--- src/chgopt_pkg.sv ---
// constants and types for the charge option upper control block
package chgopt_pkg;

  // ----------------------------------------------------------------
  // register offsets
  // ----------------------------------------------------------------
  localparam logic [7:0] CHARGE_OPTION_LOWER_OFS = 8'h00;
  localparam logic [7:0] CHARGE_OPTION_UPPER_OFS = 8'h01;
  localparam logic [7:0] CHARGE_CURRENT_LO_OFS   = 8'h02;
  localparam logic [7:0] CHARGE_CURRENT_HI_OFS   = 8'h03;
  localparam logic [7:0] CHARGE_VOLTAGE_LO_OFS   = 8'h04;
  localparam logic [7:0] CHARGE_VOLTAGE_HI_OFS   = 8'h05;

  // ----------------------------------------------------------------
  // field positions and reset values
  // ----------------------------------------------------------------
  localparam int         INPUT_LIMIT_LOOP_BIT    = 1;
  localparam int         SWITCHING_RATE_BIT      = 1;
  localparam logic [7:0] CHARGE_OPTION_UPPER_RST = 8'hE7;
  localparam logic       INPUT_LIMIT_LOOP_RST    = 1'h1;

  localparam logic [1:0] TIMEOUT_OFF   = 2'h0;
  localparam logic [1:0] TIMEOUT_SHORT = 2'h1;
  localparam logic [1:0] TIMEOUT_MID   = 2'h2;

  // ----------------------------------------------------------------
  // timing
  // ----------------------------------------------------------------
  localparam int          CLK_PERIOD_NS   = 40;
  localparam int          SECOND_NS       = 1_000_000_000;
  localparam int          SECOND_CYCLES   = SECOND_NS / CLK_PERIOD_NS;
  localparam logic [7:0]  TIMEOUT_SHORT_S = 8'h05;
  localparam logic [7:0]  TIMEOUT_MID_S   = 8'h58;
  localparam logic [7:0]  TIMEOUT_LONG_S  = 8'hAF;

  // ----------------------------------------------------------------
  // register layout
  // ----------------------------------------------------------------
  typedef struct packed {
    logic       quiescentSaverEnable;
    logic [1:0] chargeTimeoutSelect;
    logic       inputLimitAutoOff;
    logic       reverseModeFlagsGood;
    logic       audioBandAvoid;
    logic       switchingRateSelect;
    logic       batteryOvervoltEnable;
  } chgopt_upper_t;

  typedef enum logic [1:0] {TmrIdle, TmrRun, TmrExpired} chgopt_tmr_t;

endpackage : chgopt_pkg

--- src/chgopt_upper_control.sv ---
// charge option upper byte: low-power gating, charge timeout, input limit and rate control
`timescale 1ns/1ps
`default_nettype none

module chgopt_upper_control
  import chgopt_pkg::*;
#(
  parameter int SECOND_TICK_CYCLES = SECOND_CYCLES
) (
  input  wire logic       core_clk,
  input  wire logic       reset,
  input  wire logic       softReset,
  input  wire logic [7:0] regAddr,
  input  wire logic       regWrite,
  input  wire logic       regRead,
  input  wire logic [7:0] regWdata,
  output logic      [7:0] regRdata,
  input  wire logic       timeoutRestart,
  input  wire logic       chargeSettingsValid,
  input  wire logic       batteryPresentPin,
  input  wire logic       batteryOnly,
  input  wire logic       reverseModeActive,
  input  wire logic       adapterOk,
  input  wire logic       converterHiz,
  input  wire logic       modePinDone,
  input  wire logic       modePinRate,
  input  wire logic       saverComparatorEnable,
  input  wire logic       saverRegulatorEnable,
  input  wire logic       hotAlertSetting,
  input  wire logic       monitorSetting,
  input  wire logic       comparatorSetting,
  output logic            processorHotAlertEnable,
  output logic            monitorBuffersEnable,
  output logic            comparatorEnable,
  output logic            adcAvailable,
  output logic            internalRegulatorOn,
  output logic            regulatorReducedCurrent,
  output logic            adapterGoodOutput,
  output logic            audioBandAvoidOut,
  output logic            switchingRate600,
  output logic            batteryOvervoltEnableOut,
  output logic            inputLimitRegEnable,
  output logic            reverseCurrentRegEnable,
  output logic            chargeSuspend,
  output logic            chargeEnable
);

  // ----------------------------------------------------------------
  // helpers
  // ----------------------------------------------------------------
  // timeout decode
  function automatic logic [7:0] timeoutSeconds(input logic [1:0] sel);
    unique case (sel)
      TIMEOUT_OFF:   timeoutSeconds = 8'h00;
      TIMEOUT_SHORT: timeoutSeconds = TIMEOUT_SHORT_S;
      TIMEOUT_MID:   timeoutSeconds = TIMEOUT_MID_S;
      default:       timeoutSeconds = TIMEOUT_LONG_S;
    endcase
  endfunction : timeoutSeconds

  // ----------------------------------------------------------------
  // register state
  // ----------------------------------------------------------------
  chgopt_upper_t upper_reg, upper_next;
  logic          inputLimit_reg, inputLimit_next;
  logic          rateApplied_reg, rateApplied_next;
  logic          modeLoaded_reg, modeLoaded_next;
  logic [7:0]    rdData_reg, rdData_next;
  logic          wrUpper, wrLower, wrCharge;

  assign wrUpper  = regWrite && (regAddr == CHARGE_OPTION_UPPER_OFS);
  assign wrLower  = regWrite && (regAddr == CHARGE_OPTION_LOWER_OFS);
  assign wrCharge = regWrite && ((regAddr == CHARGE_CURRENT_LO_OFS) ||
                                 (regAddr == CHARGE_CURRENT_HI_OFS) ||
                                 (regAddr == CHARGE_VOLTAGE_LO_OFS) ||
                                 (regAddr == CHARGE_VOLTAGE_HI_OFS));

  always_comb begin
    upper_next       = upper_reg;
    inputLimit_next  = inputLimit_reg;
    rateApplied_next = rateApplied_reg;
    modeLoaded_next  = modeLoaded_reg;
    rdData_next      = rdData_reg;
    if (wrUpper) begin
      upper_next = chgopt_upper_t'(regWdata);
    end
    if (wrLower) begin
      inputLimit_next = regWdata[INPUT_LIMIT_LOOP_BIT];
    end
    if (modePinDone && !modeLoaded_reg) begin
      upper_next.switchingRateSelect = modePinRate;
      modeLoaded_next                = 1'b1;
    end
    if (softReset) begin
      upper_next                     = chgopt_upper_t'(CHARGE_OPTION_UPPER_RST);
      upper_next.switchingRateSelect = upper_reg.switchingRateSelect;
      inputLimit_next                = INPUT_LIMIT_LOOP_RST;
    end
    // auto-off; a persisting low pin wins over a host write
    if (upper_reg.inputLimitAutoOff && !batteryPresentPin) begin
      inputLimit_next = 1'b0;
    end
    if (converterHiz) begin
      rateApplied_next = upper_reg.switchingRateSelect;
    end
    if (regRead) begin
      unique case (regAddr)
        CHARGE_OPTION_UPPER_OFS: rdData_next = 8'(upper_reg);
        CHARGE_OPTION_LOWER_OFS: rdData_next = 8'(inputLimit_reg) << INPUT_LIMIT_LOOP_BIT;
        default:                 rdData_next = 8'h00;
      endcase
    end
  end

  always_ff @(posedge core_clk) begin
    if (reset) begin
      upper_reg       <= chgopt_upper_t'(CHARGE_OPTION_UPPER_RST);
      inputLimit_reg  <= INPUT_LIMIT_LOOP_RST;
      rateApplied_reg <= CHARGE_OPTION_UPPER_RST[SWITCHING_RATE_BIT];
      modeLoaded_reg  <= 1'b0;
      rdData_reg      <= 8'h00;
    end else begin
      upper_reg       <= upper_next;
      inputLimit_reg  <= inputLimit_next;
      rateApplied_reg <= rateApplied_next;
      modeLoaded_reg  <= modeLoaded_next;
      rdData_reg      <= rdData_next;
    end
  end

  // ----------------------------------------------------------------
  // charge timeout
  // ----------------------------------------------------------------
  // one-second enable pulse keeps the counter narrow
  chgopt_tmr_t tmrState_reg, tmrState_next;
  logic [31:0] tickCnt_reg, tickCnt_next;
  logic [7:0]  secCnt_reg, secCnt_next;
  logic        qualWrite, secTick;

  assign qualWrite = wrCharge || wrUpper || timeoutRestart;
  assign secTick   = (tickCnt_reg == 32'(SECOND_TICK_CYCLES - 1));

  always_comb begin
    tmrState_next = tmrState_reg;
    tickCnt_next  = secTick ? 32'h0 : tickCnt_reg + 32'h1;
    secCnt_next   = secCnt_reg;
    unique case (tmrState_reg)
      TmrIdle: begin
        if (upper_reg.chargeTimeoutSelect != TIMEOUT_OFF) begin
          tmrState_next = TmrRun;
        end
      end
      TmrRun: begin
        if (upper_reg.chargeTimeoutSelect == TIMEOUT_OFF) begin
          tmrState_next = TmrIdle;
        end else if (secTick && (secCnt_reg + 8'h1 >= timeoutSeconds(upper_reg.chargeTimeoutSelect))) begin
          tmrState_next = TmrExpired;
        end else if (secTick) begin
          secCnt_next = secCnt_reg + 8'h1;
        end
      end
      TmrExpired: begin
      end
    endcase
    if (qualWrite || softReset) begin
      tmrState_next = TmrIdle;
      tickCnt_next  = 32'h0;
      secCnt_next   = 8'h00;
    end
  end

  always_ff @(posedge core_clk) begin
    if (reset) begin
      tmrState_reg <= TmrIdle;
      tickCnt_reg  <= 32'h0;
      secCnt_reg   <= 8'h00;
    end else begin
      tmrState_reg <= tmrState_next;
      tickCnt_reg  <= tickCnt_next;
      secCnt_reg   <= secCnt_next;
    end
  end

  // ----------------------------------------------------------------
  // outputs
  // ----------------------------------------------------------------
  logic saver;
  assign saver = upper_reg.quiescentSaverEnable && batteryOnly;

  assign processorHotAlertEnable = !saver && hotAlertSetting;
  assign monitorBuffersEnable    = !saver && monitorSetting;
  assign adcAvailable            = !saver;
  // comparator kept by its saver enable
  assign comparatorEnable        = saver ? saverComparatorEnable : comparatorSetting;
  assign internalRegulatorOn     = !saver || saverRegulatorEnable;
  assign regulatorReducedCurrent = saver && saverRegulatorEnable;
  assign adapterGoodOutput       = adapterOk ||
                                   (upper_reg.reverseModeFlagsGood && reverseModeActive);
  assign audioBandAvoidOut       = upper_reg.audioBandAvoid;
  assign switchingRate600        = rateApplied_reg;
  assign batteryOvervoltEnableOut = upper_reg.batteryOvervoltEnable;
  assign inputLimitRegEnable     = inputLimit_reg && !reverseModeActive;
  assign reverseCurrentRegEnable = inputLimit_reg && reverseModeActive;
  assign chargeSuspend           = (tmrState_reg == TmrExpired);
  assign chargeEnable            = !chargeSuspend && chargeSettingsValid;
  assign regRdata                = rdData_reg;

endmodule : chgopt_upper_control

`default_nettype wire

--- config.mk ---
export PLATFORM = sky130hd
export DESIGN_NAME = chgopt_upper_control
export DESIGN_NICKNAME = d
export VERILOG_FILES = /design/src/chgopt_pkg.sv /design/src/chgopt_upper_control.sv
export SDC_FILE = /design/constraint.sdc
export NUM_CORES = 1
export LEC_CHECK = 0
export BUFFER_PORTS_ARGS = -buffer_cell sky130_fd_sc_hd__buf_2
export CAP_MARGIN = 20
export CORE_ASPECT_RATIO = 0.8
export CORE_MARGIN = 2
export CORE_UTILIZATION = 35
export CTS_CLUSTER_SIZE = 16
export DETAILED_ROUTE_END_ITERATION = 10
export SLEW_MARGIN = 30
export SYNTH_ARGS = -nofsm -noshare
export SYNTH_HDL_FRONTEND = slang
export SYNTH_SLANG_ARGS = --single-unit
--- constraint.sdc ---
create_clock -name core_clk -period 3.3 [get_ports core_clk]
set_clock_uncertainty 0.1 [all_clocks]
set_input_delay 0.165 -clock core_clk [delete_from_list [all_inputs] [get_ports core_clk]]
set_output_delay 0.165 -clock core_clk [all_outputs]
set_load 0.005 [all_outputs]
* Word-level counts from Yosys, hierarchy flattened
Index checks and enable logic that the tools add are counted.
** Storage, ports and cells
- Register bits :: 61
- Latch bits :: 0
- Memory bits (writable) :: 0
- ROM bits :: 0
- Bits of input ports :: 35
- Logic and storage cells :: 86
- Memories :: 0
** Cells by class
- Add/subtract/negate cells :: 2
- Multiply operators :: 0
- Divide/modulo/power cells :: 0
- Magnitude comparators :: 1
- Eq/ne operators :: 12
- Shifts and indexed selects :: 0
- Muxes and demuxes :: 14
- Bitwise gates (word level) :: 3
- Reductions and logical operators :: 40
** Operators by type and width (count)
- 32-bit by 1-bit adder with 32-bit output, second input constant :: 1
- 32-bit by 25-bit == test with 1-bit output, second input constant :: 1
- 8-bit case mux with 2 select lines :: 2
- 8-bit by 2-bit == test with 1-bit output, second input constant :: 2
- 8-bit by 3-bit == test with 1-bit output, second input constant :: 2
- 8-bit 2-to-1 mux :: 2
- 1-bit logical AND :: 14
- 8-bit by 1-bit adder with 8-bit output, second input constant :: 1
- 8-bit by 1-bit == test with 1-bit output, second input constant :: 1
- 8-bit >= comparator :: 1
- 8-bit logical NOT :: 1
- 1-bit logical OR :: 8
- 2-bit 2-to-1 mux :: 4
- 2-bit nonzero test :: 3
- 1-bit logical NOT :: 5
- 1-bit 2-to-1 mux :: 5
- 2-bit by 1-bit == test with 1-bit output, second input constant :: 2
- 2-bit == test, second input constant :: 2
- 2-bit logical NOT :: 2
- 2-bit case mux with 2 select lines :: 1
- 4-bit AND reduction :: 1
- 2-bit OR reduction :: 2
- 3-bit != test, second input constant :: 1
- 1-bit inverter :: 3
- other kinds (5) :: 5

* Depth between registers and ports, before layout
Gate-level depths: netlist of the first run.
- Depth after elaboration :: 9
- Gate-level depth with buffers :: 12
- Gate-level depth less buffers :: 11

* Worst setup path after synthesis of the first run
Ideal clock, no wire load.
- Kind :: reg2reg
- From :: register secCnt_reg[0]
- To :: register tmrState_reg[1]
- Library setup time :: 58 ps
- Arrival :: 2543 ps
- Slack :: 599 ps
- Stages on the path, launching flop included :: 12
- Buffers on the path :: 1
- Period minus slack after synthesis :: 2701 ps
- Path through :: dfxtp_1 -> ha_1 -> nand3_1 -> inv_1 -> nand3_1 -> xnor2_1 -> ha_1 -> nand4_1 -> o31ai_1 -> buf_2 -> nor4bb_1 -> o21a_1
** Between the ends
- Longest elaborated chain between the ends :: 5
** Ends and longest elaborated chain
- start: declaration :: RTL line chgopt_upper_control.sv:137 : logic [7:0] secCnt_reg, secCnt_next;
- start signal: assignment :: RTL line chgopt_upper_control.sv:180 : secCnt_reg <= secCnt_next;
- 8-bit by 1-bit adder with 8-bit output :: RTL line chgopt_upper_control.sv:156 : end else if (secTick && (secCnt_reg + 8'h1 >= timeoutSeconds(upper_reg.chargeTimeoutSelect))) begin
- 8-bit >= comparator :: RTL line chgopt_upper_control.sv:156
- 1-bit logical AND :: RTL line chgopt_upper_control.sv:156
- 3-bit != test (no source line)
- 3-bit AND reduction (no source line)
- end signal: assignment :: RTL line chgopt_upper_control.sv:174 : tmrState_reg <= TmrIdle;
- end signal: assignment :: RTL line chgopt_upper_control.sv:178 : tmrState_reg <= tmrState_next;
- end: declaration :: RTL line chgopt_upper_control.sv:135 : chgopt_tmr_t tmrState_reg, tmrState_next;
Every way passes these cells.
A chain may end at the register's enable or synchronous reset.

* Worst setup path after layout of the first run
- From :: register secCnt_reg[2]
- To :: register secCnt_reg[4]
** Between the ends
- Longest elaborated chain between the ends :: 5
** Ends and longest elaborated chain (RTL line)
- 8-bit by 1-bit adder with 8-bit output (*) :: chgopt_upper_control.sv:156, chgopt_upper_control.sv:159
- 8-bit >= comparator :: chgopt_upper_control.sv:156
- 1-bit logical AND :: chgopt_upper_control.sv:156
- 1-bit inverter (no source line)
- 4-bit AND reduction (no source line)
Every way passes the cells marked *; elsewhere a longest branch is shown, timed or not.

==> results of run 1 <==
==> cell usage after synthesis (all sizes together) (3+ instances only) <==
| master | count | area [um2] |
|---|---|---|
| buf | 6 | 42.5 |
| inv | 15 | 56.3 |
| clkbuf | 5 | 18.8 |
| o21ai | 3 | 15.0 |
| a211o | 3 | 26.3 |
| nand2 | 21 | 78.8 |
| nor4 | 11 | 75.1 |
| xnor2 | 28 | 245 |
| or3 | 4 | 25.0 |
| o31ai | 7 | 52.6 |
| or2 | 3 | 18.8 |
| a21oi | 20 | 100 |
| nor2 | 52 | 195 |
| or4 | 8 | 63.8 |
| ha | 13 | 163 |
| and2 | 8 | 52.6 |
| nor3 | 11 | 66.3 |
| nand4 | 7 | 58.8 |
| nand3 | 18 | 95.1 |
| nand2b | 4 | 25.0 |
| and3 | 9 | 58.8 |
| and4 | 4 | 36.3 |
| xor2 | 4 | 35.0 |
| dfxtp | 61 | 1220 |
| mux2i | 9 | 90.1 |
| nor2b | 9 | 56.3 |
==> worst paths after layout <==
| path | from | to | slack, ns |
|---|---|---|---|
| max | secCnt_reg[2] | secCnt_reg[4] | 0.43 |
| min | batteryPresentPin | inputLimit_reg | 0.02 |
| max reg2reg | secCnt_reg[2] | secCnt_reg[4] | 0.43 |
| min reg2reg | modeLoaded_reg | modeLoaded_reg | 0.37 |
==> area by class of cell <==
cell class / instances / area, um2 / share of cell area (%)
Multi-Input combinational cell: 276 / 1810 / 46.1
Clock inverter: 7 / 82.6 / 2.10
Timing Repair Buffer: 68 / 395 / 10.0
Tap cell: 112 / 140 / 3.56
Inverter: 15 / 56.3 / 1.43
Sequential cell: 61 / 1220 / 31.0
Clock buffer: 9 / 225 / 5.72
==> tightest hold or removal path, cell delays in order <==
cell and delay (ns):
buf_2 0.08, nor2_1 0.04, a22oi_1 0.12
==> power by group through the flow <==
stage / registers, uW / clock network, uW / logic, uW
6_report: 743 / 963 / 73.7
5_1_grt: 743 / 1020 / 81.2
4_1_cts: 743 / 983 / 73.2
3_5_place_dp: 759 / 0 / 64.3
3_3_place_gp: 759 / 0 / 63.4
2_1_floorplan: 758 / 0 / 27.5
==> layer usage <==
layer	GRT usage [%]	up-vias	routed length, um
met3	4.74	14	326
met4	5.11	0	83
met2	23.1	65	3090
met1	21.4	1264	3680
met5	0	-	0
li1	-	1429	-
==> stage by stage <==
stage	total power (uW)	setup WS (ns)	util [%]	cells
2_1_floorplan	786	0.599	-	363
3_3_place_gp	822	0.508	40.9	522
3_5_place_dp	823	0.430	40.9	522
4_1_cts	1800	0.434	45.6	548
5_1_grt	1840	0.237	45.6	548
6_report	1780	0.429	45.6	548
==> what timing repair did <==
item | 4_1_cts | 5_1_grt
hold buffers | 10 | 0
hold endpoints to repair | 10 | 0
gates resized for setup | 0 | 0
buffers inserted | 0 | 0
==> logic make-up after synthesis <==
kind of cell,Yosys count
adder cells (fa/ha/maj),13
AO/OA/AOI/OAI,46
multiplexers,11
buffers and inverters,26
AND/OR/NAND/NOR,174
XOR/XNOR,32
flip-flops,61
==> run metrics, run 1 <==
fin. max-slew vios=0; most common cell after layout, fill and taps aside=dfxtp_1; most frequent cells in the layout=61 x dfxtp_1, 56 x buf_2, 52 x nor2_1; first-pass GRT wire length=11800 um; worst-skew pair later-pin latency=around 0.33 ns; top_reg_cell synth=dfxtp_1; drt drc=0; crit path cell chain=nand3_1 > or2_2 > xnor2_1 > ha_1 > a211o_1 > a21oi_1 > o31ai_1 > buf_4 > or4_1 > a21oi_1; vias=around 2.8k; flops & latches, synth=slightly above 60; GP Congestion=between 0.8 and 0.9; Pint=between 1000 and 1500 uW; Layout Nets=479; CP max stage delay=between 0.4 and 0.5 ns; Worst path top cell family by delay=simple AND/OR/NAND/NOR gates; max FFs per register=32; die width=approximately 110 um; IO Count=57; Seq pwr share=around two fifths; Synth Area per Inst=~8.7 um2; WS Path Type=flop to flop; Avg WL per Cell=between 10 and 15 um; Placed Area=roughly 3500 um2; unique cell type count in the Yosys netlist=51; Worst Reg-to-Reg Cells=10; fill count=roughly 860; worst path required time=approximately 3.5 ns; Seq/Total Area, Yosys=between 30 and 40%; largest family of logic cells by synthesized area=simple AND/OR/NAND/NOR gates; hold depth=3; Synth Area in Compound Gates=9.68%; vias in the first global route=2524; Bufs on Longest Clock Path=2; clock sinks=61; CP max FO=18; clock group share of total power=54.1%; fin crit period=2.87 ns; Ys Warns=0; Post-synth EDFFs=0; ys async rst share=0%; root buf cell=clkbuf_16; startpoint type of the worst setup path=flop; largest net degree at the start of global routing=19; P_sw=slightly above 400 uW; Critical path buffers and inverters=1; Hold WS=~0.018 ns; cell mode on critical path=a21oi_1; Total Wirelength=around 7200 um; crit path capture type=flop; Synth Area in XOR/XNOR=8.89%; final-report setup violation count=0; CTS tree=built; Worst Max-Slew Pin Slew=0.541 ns; mux share of post-synthesis cell area=between 3 and 4%; simple-gate area share of the yosys netlist=approximately 30%; router iterations before antenna repair=4; Mapped Cells=between 300 and 400; cell area power density=approximately 450 nW/um2; # Max-Cap Violations=0; Core Area=around 8600 um2; switching share of total power=22.8%; Adder-Cell Fraction of Synth Area=under 10%; leakage=approximately 0.0015 uW; total negative slack=0 ns; DRT iter0 DRCs=about 130; Crit path arrival time=3.03 ns; Highest Clock Rate=approximately 350 MHz; Post-Syn Nets=411; Max-slew headroom=between 60 and 70%; Gate power share=~4.1%; # rows=30; share of cells above drive strength 1=between 20% and 30%; hpwl dp=5110 um; port buffer count=between 50 and 60; final hold vios=0; GRT Util Overall=between 10% and 20%; Initial Util=a little over a third; gr ovfl total=0; die area=between 9000 and 10000 um2; vias per cell=5.06; initial antenna violation count=0; cell area after synthesis=roughly 3200 um2; Final period util=around 87%; slowest CP cell=or4_1; clock-pin slew on the worst setup and hold paths=roughly 0.06 ns; worst vdd ir=203 uV; final non-filler cell area=around 4000 um2; Die Y-Extent=roughly 90 um; status=complete, no violations; n_diodes=0; worst hold path class=primary input to flop; RSZ-0062 raised after global routing=no; instance count on the critical path=10; Layout area overhead=24.8%; htree depth=3; antenna violation net count after detailed routing=0; clock buffer count from CTS=9
No activity file was read; power rests on OpenSTA's default activity.
==> inputs of run 2 (changes only) <==
--- a/config.mk
+++ b/config.mk
@@ -12,6 +12,7 @@
 export CORE_UTILIZATION = 35
 export CTS_CLUSTER_SIZE = 16
 export DETAILED_ROUTE_END_ITERATION = 10
+export REMOVE_ABC_BUFFERS = 1
 export SLEW_MARGIN = 30
 export SYNTH_ARGS = -nofsm -noshare
 export SYNTH_HDL_FRONTEND = slang
==> run metrics, run 2 (synthesized netlist as in run 1, its figures left out) <==
status=complete, no violations (unchanged); final non-filler cell area=3950 um2 (was 3940 um2); antenna violation net count after detailed routing=0 (unchanged); vias=2718 (was 2772); clock-pin slew on the worst setup and hold paths=0.06 ns (about the same); DRT iter0 DRCs=138 (was 127); Crit path arrival time=3.01 ns (was 3.03 ns); Placed Area=3530 um2 (unchanged); clock buffer count from CTS=9 (unchanged); CTS tree=built (unchanged); final-report setup violation count=0 (unchanged); first-pass GRT wire length=11200 um (was 11800 um); leakage=0.00154 uW (about the same); GP Congestion=0.781 (was 0.834); max FFs per register=32 (unchanged); Final period util=86.5% (was 87.0%); pre-CTS setup slack=0.432 ns (was 0.430 ns); Total Wirelength=6860 um (was 7180 um); WS Path Type=flop to flop (unchanged); share of cells above drive strength 1=20.9% (unchanged); vias per cell=4.96 (was 5.06); n_diodes=0 (unchanged); router iterations before antenna repair=4 (unchanged); cell mode on critical path=a21oi_1 (unchanged); # rows=30 (unchanged); most common cell after layout, fill and taps aside=dfxtp_1 (unchanged); hpwl dp=4980 um (was 5110 um); worst vdd ir=280 uV (was 203 uV); Worst Max-Slew Pin Slew=0.530 ns (was 0.541 ns); Initial Util=36.5% (unchanged); final hold vios=0 (unchanged); Hold-fix buffers, CTS=10 (unchanged); htree depth=3 (unchanged); clock sinks=61 (unchanged); cell area power density=463 nW/um2 (was 452 nW/um2); CP max FO=18 (unchanged); worst-skew pair later-pin latency=0.33 ns (about the same); Layout Nets=479 (unchanged); Highest Clock Rate=350 MHz (was 348 MHz); CTS-repair resized insts=0 (unchanged); GRT Util Overall=14.8% (was 15.5%); port buffer count=56 (unchanged); worst path required time=3.45 ns (was 3.46 ns); fill count=832 (was 855); setup ws final=0.445 ns (was 0.429 ns); crit path cell chain=nand3_1 > or2_2 > xnor2_1 > ha_1 > a211o_1 > a21oi_1 > o31ai_1 > buf_4 > or4_1 > a21oi_1 (unchanged); drt drc=0 (unchanged); Layout area overhead=25.3% (was 24.8%); total negative slack=0 ns (unchanged); CP max stage delay=0.48 ns (about the same); vias in the first global route=2395 (was 2524); slowest CP cell=or4_1 (unchanged); initial antenna violation count=0 (unchanged); IO Count=57 (unchanged); Avg WL per Cell=12.5 um (was 13.1 um); Core Area=8630 um2 (unchanged); gr ovfl total=0 (unchanged); # Max-Cap Violations=0 (unchanged); Die Y-Extent=88.9 um (unchanged); Max-slew headroom=64.4% (was 63.8%); largest net degree at the start of global routing=19 (unchanged); root buf cell=clkbuf_16 (unchanged); Critical path buffers and inverters=1 (unchanged); startpoint type of the worst setup path=flop (unchanged); crit path capture type=flop (unchanged); fin. max-slew vios=0 (unchanged); Worst path top cell family by delay=simple AND/OR/NAND/NOR gates (unchanged); # Post-CTS Setup Buffers=0 (unchanged); RSZ-0062 raised after global routing=no (unchanged); fin crit period=2.86 ns (was 2.87 ns); Bufs on Longest Clock Path=2 (unchanged); die area=9790 um2 (unchanged); die width=110 um (unchanged); worst hold path class=primary input to flop (unchanged); most frequent cells in the layout=61 x dfxtp_1, 56 x buf_2, 52 x nor2_1 (unchanged)
-- run 2: worst register-to-register path, cell delays in order, from the launching register on --
cell and delay [ns]:
dfxtp_1 0.39, nand3_1 0.18, or2_2 0.37, xnor2_1 0.14
ha_1 0.31, a211o_1 0.26, a21oi_1 0.12, o31ai_1 0.08
buf_4 0.19, or4_1 0.48, a21oi_1 0.15
-- run 2: path summary, 6_finish.rpt --
| check | startpoint | cells past startpoint | slack, ns | endpoint |
|---|---|---|---|---|
| worst max-delay path | secCnt_reg[0] | 10 | 0.44 | secCnt_reg[2] |
| worst min-delay path | batteryPresentPin | 3 | 0.02 | inputLimit_reg |
| worst max register to register | secCnt_reg[0] | 10 | 0.44 | secCnt_reg[2] |
| worst min register to register | upper_reg[4] | 1 | 0.37 | inputLimit_reg |
-- run 2: cell type report --
class                   count  area, um2  share of cell area, %
well taps                 112        140                   3.55
clock inverters             7       98.8                   2.50
inverters                  15       56.3                   1.42
multi-input cells         276       1810                   45.9
clock buffers               9        225                   5.70
repair buffers             68        395                   10.0
flip-flops and latches     61       1220                   30.9
-- run 2: per-stage QoR --
step,hold WS [ns],std cells,power (uW),util (%)
floorplan,0.134,352,783,-
global placement,0.281,522,822,40.9
detailed placement,0.283,522,823,40.9
CTS,0.00280,548,1850,45.8
global route,0.0641,548,1900,45.8
finish,0.0183,548,1830,45.8
-- run 2: routing by layer --
layer,global-route usage (%),wire length [um]
met5,0,0
met3,4.81,258
met4,4.77,62
met2,22.3,3040
met1,20.3,3500
-- run 2: power by group --
part	internal, uW	switching [uW]	total, uW
Sequential	740	2.83	743
Clock	663	350	1010
Combinational	39.2	34.1	73.3
==> inputs of run 3 (changes only) <==
--- a/config.mk
+++ b/config.mk
@@ -12,6 +12,7 @@
 export CORE_UTILIZATION = 35
 export CTS_CLUSTER_SIZE = 16
 export DETAILED_ROUTE_END_ITERATION = 10
+export PLACE_DENSITY_LB_ADDON = 0.15
 export REMOVE_ABC_BUFFERS = 1
 export SLEW_MARGIN = 30
 export SYNTH_ARGS = -nofsm -noshare
==> run metrics, run 3 (synthesized netlist as in run 1, its figures left out) <==
fin crit period=2.91 ns (was 2.86 ns); hpwl dp=5170 um (was 4980 um); fill count=846 (was 832); worst path required time=3.45 ns (about the same); Core Area=8630 um2 (unchanged); vias per cell=4.92 (was 4.96); startpoint type of the worst setup path=flop (unchanged); Layout Nets=479 (unchanged); drt drc=0 (unchanged); Layout area overhead=24.8% (was 25.3%); CP max FO=18 (unchanged); Hold WS=0.0379 ns (was 0.0183 ns); Initial Util=36.5% (unchanged); max FFs per register=32 (unchanged); worst-skew pair later-pin latency=0.32 ns (was 0.33 ns); Worst Reg-to-Reg Cells=10 (unchanged); worst vdd ir=235 uV (was 280 uV); IO Count=57 (unchanged); Die Y-Extent=88.9 um (unchanged); # Post-CTS Setup Buffers=0 (unchanged); share of cells above drive strength 1=20.2% (was 20.9%); worst hold path class=primary input to flop (unchanged); vias=2697 (was 2718); Pint=1440 uW (about the same); most frequent cells in the layout=61 x dfxtp_1, 56 x buf_2, 52 x nor2_1 (unchanged); clock sinks=61 (unchanged); Avg WL per Cell=13.0 um (was 12.5 um); root buf cell=clkbuf_16 (unchanged); # Max-Cap Violations=0 (unchanged); Hold-fix buffers, CTS=10 (unchanged); Total Wirelength=7140 um (was 6860 um); Gate power share=4.1% (was 4.0%); antenna violation net count after detailed routing=0 (unchanged); Final period util=88.2% (was 86.5%); clock-pin slew on the worst setup and hold paths=0.05 ns (was 0.06 ns); total negative slack=0 ns (unchanged); power consumption=1800 uW (was 1830 uW); crit path capture=secCnt_reg[7] (was secCnt_reg[2]); DRT iter0 DRCs=121 (was 138); vias in the first global route=2380 (was 2395); # rows=30 (unchanged); CTS-repair resized insts=0 (unchanged); Crit path arrival time=3.06 ns (was 3.01 ns); Bufs on Longest Clock Path=2 (unchanged); fin. max-slew vios=0 (unchanged); final hold vios=0 (unchanged); GP Congestion=0.796 (was 0.781); die width=110 um (unchanged); Seq pwr share=41.3% (was 40.6%); P_sw=360 uW (was 387 uW); Highest Clock Rate=343 MHz (was 350 MHz); htree depth=3 (unchanged); Finished Layout Cells=548 (unchanged); CTS tree=built (unchanged); flop2flop setup slack=0.39 ns (was 0.44 ns); n_diodes=0 (unchanged); worst r2r src=secCnt_reg[2] (was secCnt_reg[0]); most common cell after layout, fill and taps aside=dfxtp_1 (unchanged); Placed Cells=522 (unchanged); final-report setup violation count=0 (unchanged); status=complete, no violations (unchanged); initial antenna violation count=0 (unchanged); crit path from=secCnt_reg[2] (was secCnt_reg[0]); cell area power density=457 nW/um2 (was 463 nW/um2); port buffer count=56 (unchanged); met3 wire length=291 um (was 258 um); gr ovfl total=0 (unchanged); clock buffer count from CTS=9 (unchanged); GRT Util Overall=15.3% (was 14.8%); leakage=0.00154 uW (about the same); Worst Max-Slew Pin Slew=0.547 ns (was 0.530 ns); crit path capture type=flop (unchanged); router iterations before antenna repair=4 (unchanged); met2 wire len=3050 um (was 3040 um); switching share of total power=20.0% (was 21.2%); top layer in use=met4 (unchanged); largest net degree at the start of global routing=28 (was 19); WS Path Type=flop to flop (unchanged); Reg-to-Reg End=secCnt_reg[7] (was secCnt_reg[2]); clock group share of total power=54.6% (was 55.4%); RSZ-0062 raised after global routing=no (unchanged); first-pass GRT wire length=11400 um (was 11200 um); Max-slew headroom=63.4% (was 64.4%); M1 WL=3710 um (was 3500 um); die area=9790 um2 (unchanged)
## run 3: changes by cell type in the layout (fill, tap and decap cells not counted), sizes merged
| cell | delta |
|---|---|
| clkbuf | +3 |
| clkinv | +1 |
| clkinvlp | -3 |
| inv | -1 |
## run 3: critical path, stage by stage (launching register included)
cell and delay, ns:
dfxtp_1 0.39, nand3_1 0.21, or2_2 0.37, xnor2_1 0.14
ha_1 0.33, a211o_1 0.27, a21oi_1 0.12, o31ai_1 0.08
buf_4 0.19, or4_1 0.48, a21oi_1 0.15
## run 3: final cells by class
type	count	area (um2)	share of cell area, %
multi-input cells	276	1810	46.1
clock inverters	4	72.6	1.84
repair buffers	68	395	10.0
well taps	112	140	3.56
inverters	15	56.3	1.43
clock buffers	12	236	6.01
flip-flops and latches	61	1220	31.0
## run 3: power groups by stage
stage | registers [uW] | logic, uW | clock network, uW
finish | 744 | 73.5 | 983
global route | 743 | 81.3 | 1040
CTS | 743 | 74.0 | 1000
detailed placement | 759 | 65.0 | 0
global placement | 759 | 63.9 | 0
floorplan | 758 | 24.2 | 0
## run 3: worst min path at each step
stage                 startpoint                        to  slack (ns)  depth (start not counted)
2_1_floorplan              reset               regRdata[1]        0.13                          1
3_3_place_gp         regWdata[7]              upper_reg[7]        0.28                          3
3_5_place_dp         regWdata[0]  batteryOvervoltEnableOut        0.29                          3
4_1_cts        batteryPresentPin            inputLimit_reg        0.03                          3
5_1_grt        batteryPresentPin            inputLimit_reg        0.03                          3
6_report       batteryPresentPin            inputLimit_reg        0.04                          3
## run 3: routing by layer
layer | vias to the layer above | global-route usage [%]
li1 | 1419 | -
met1 | 1222 | 21.6
met3 | 10 | 5.61
met2 | 46 | 21.9
met5 | - | 0
met4 | 0 | 4.55
## run 3: per-stage QoR
| stage | worst slack (ns) | utilization (%) | cell area [um2] |
|---|---|---|---|
| floorplan | 0.315 | - | 3090 |
| global placement | 0.510 | 40.9 | 3530 |
| detailed placement | 0.422 | 40.9 | 3530 |
| CTS | 0.405 | 45.6 | 3940 |
| global route | 0.206 | 45.6 | 3940 |
| finish | 0.389 | 45.6 | 3940 |
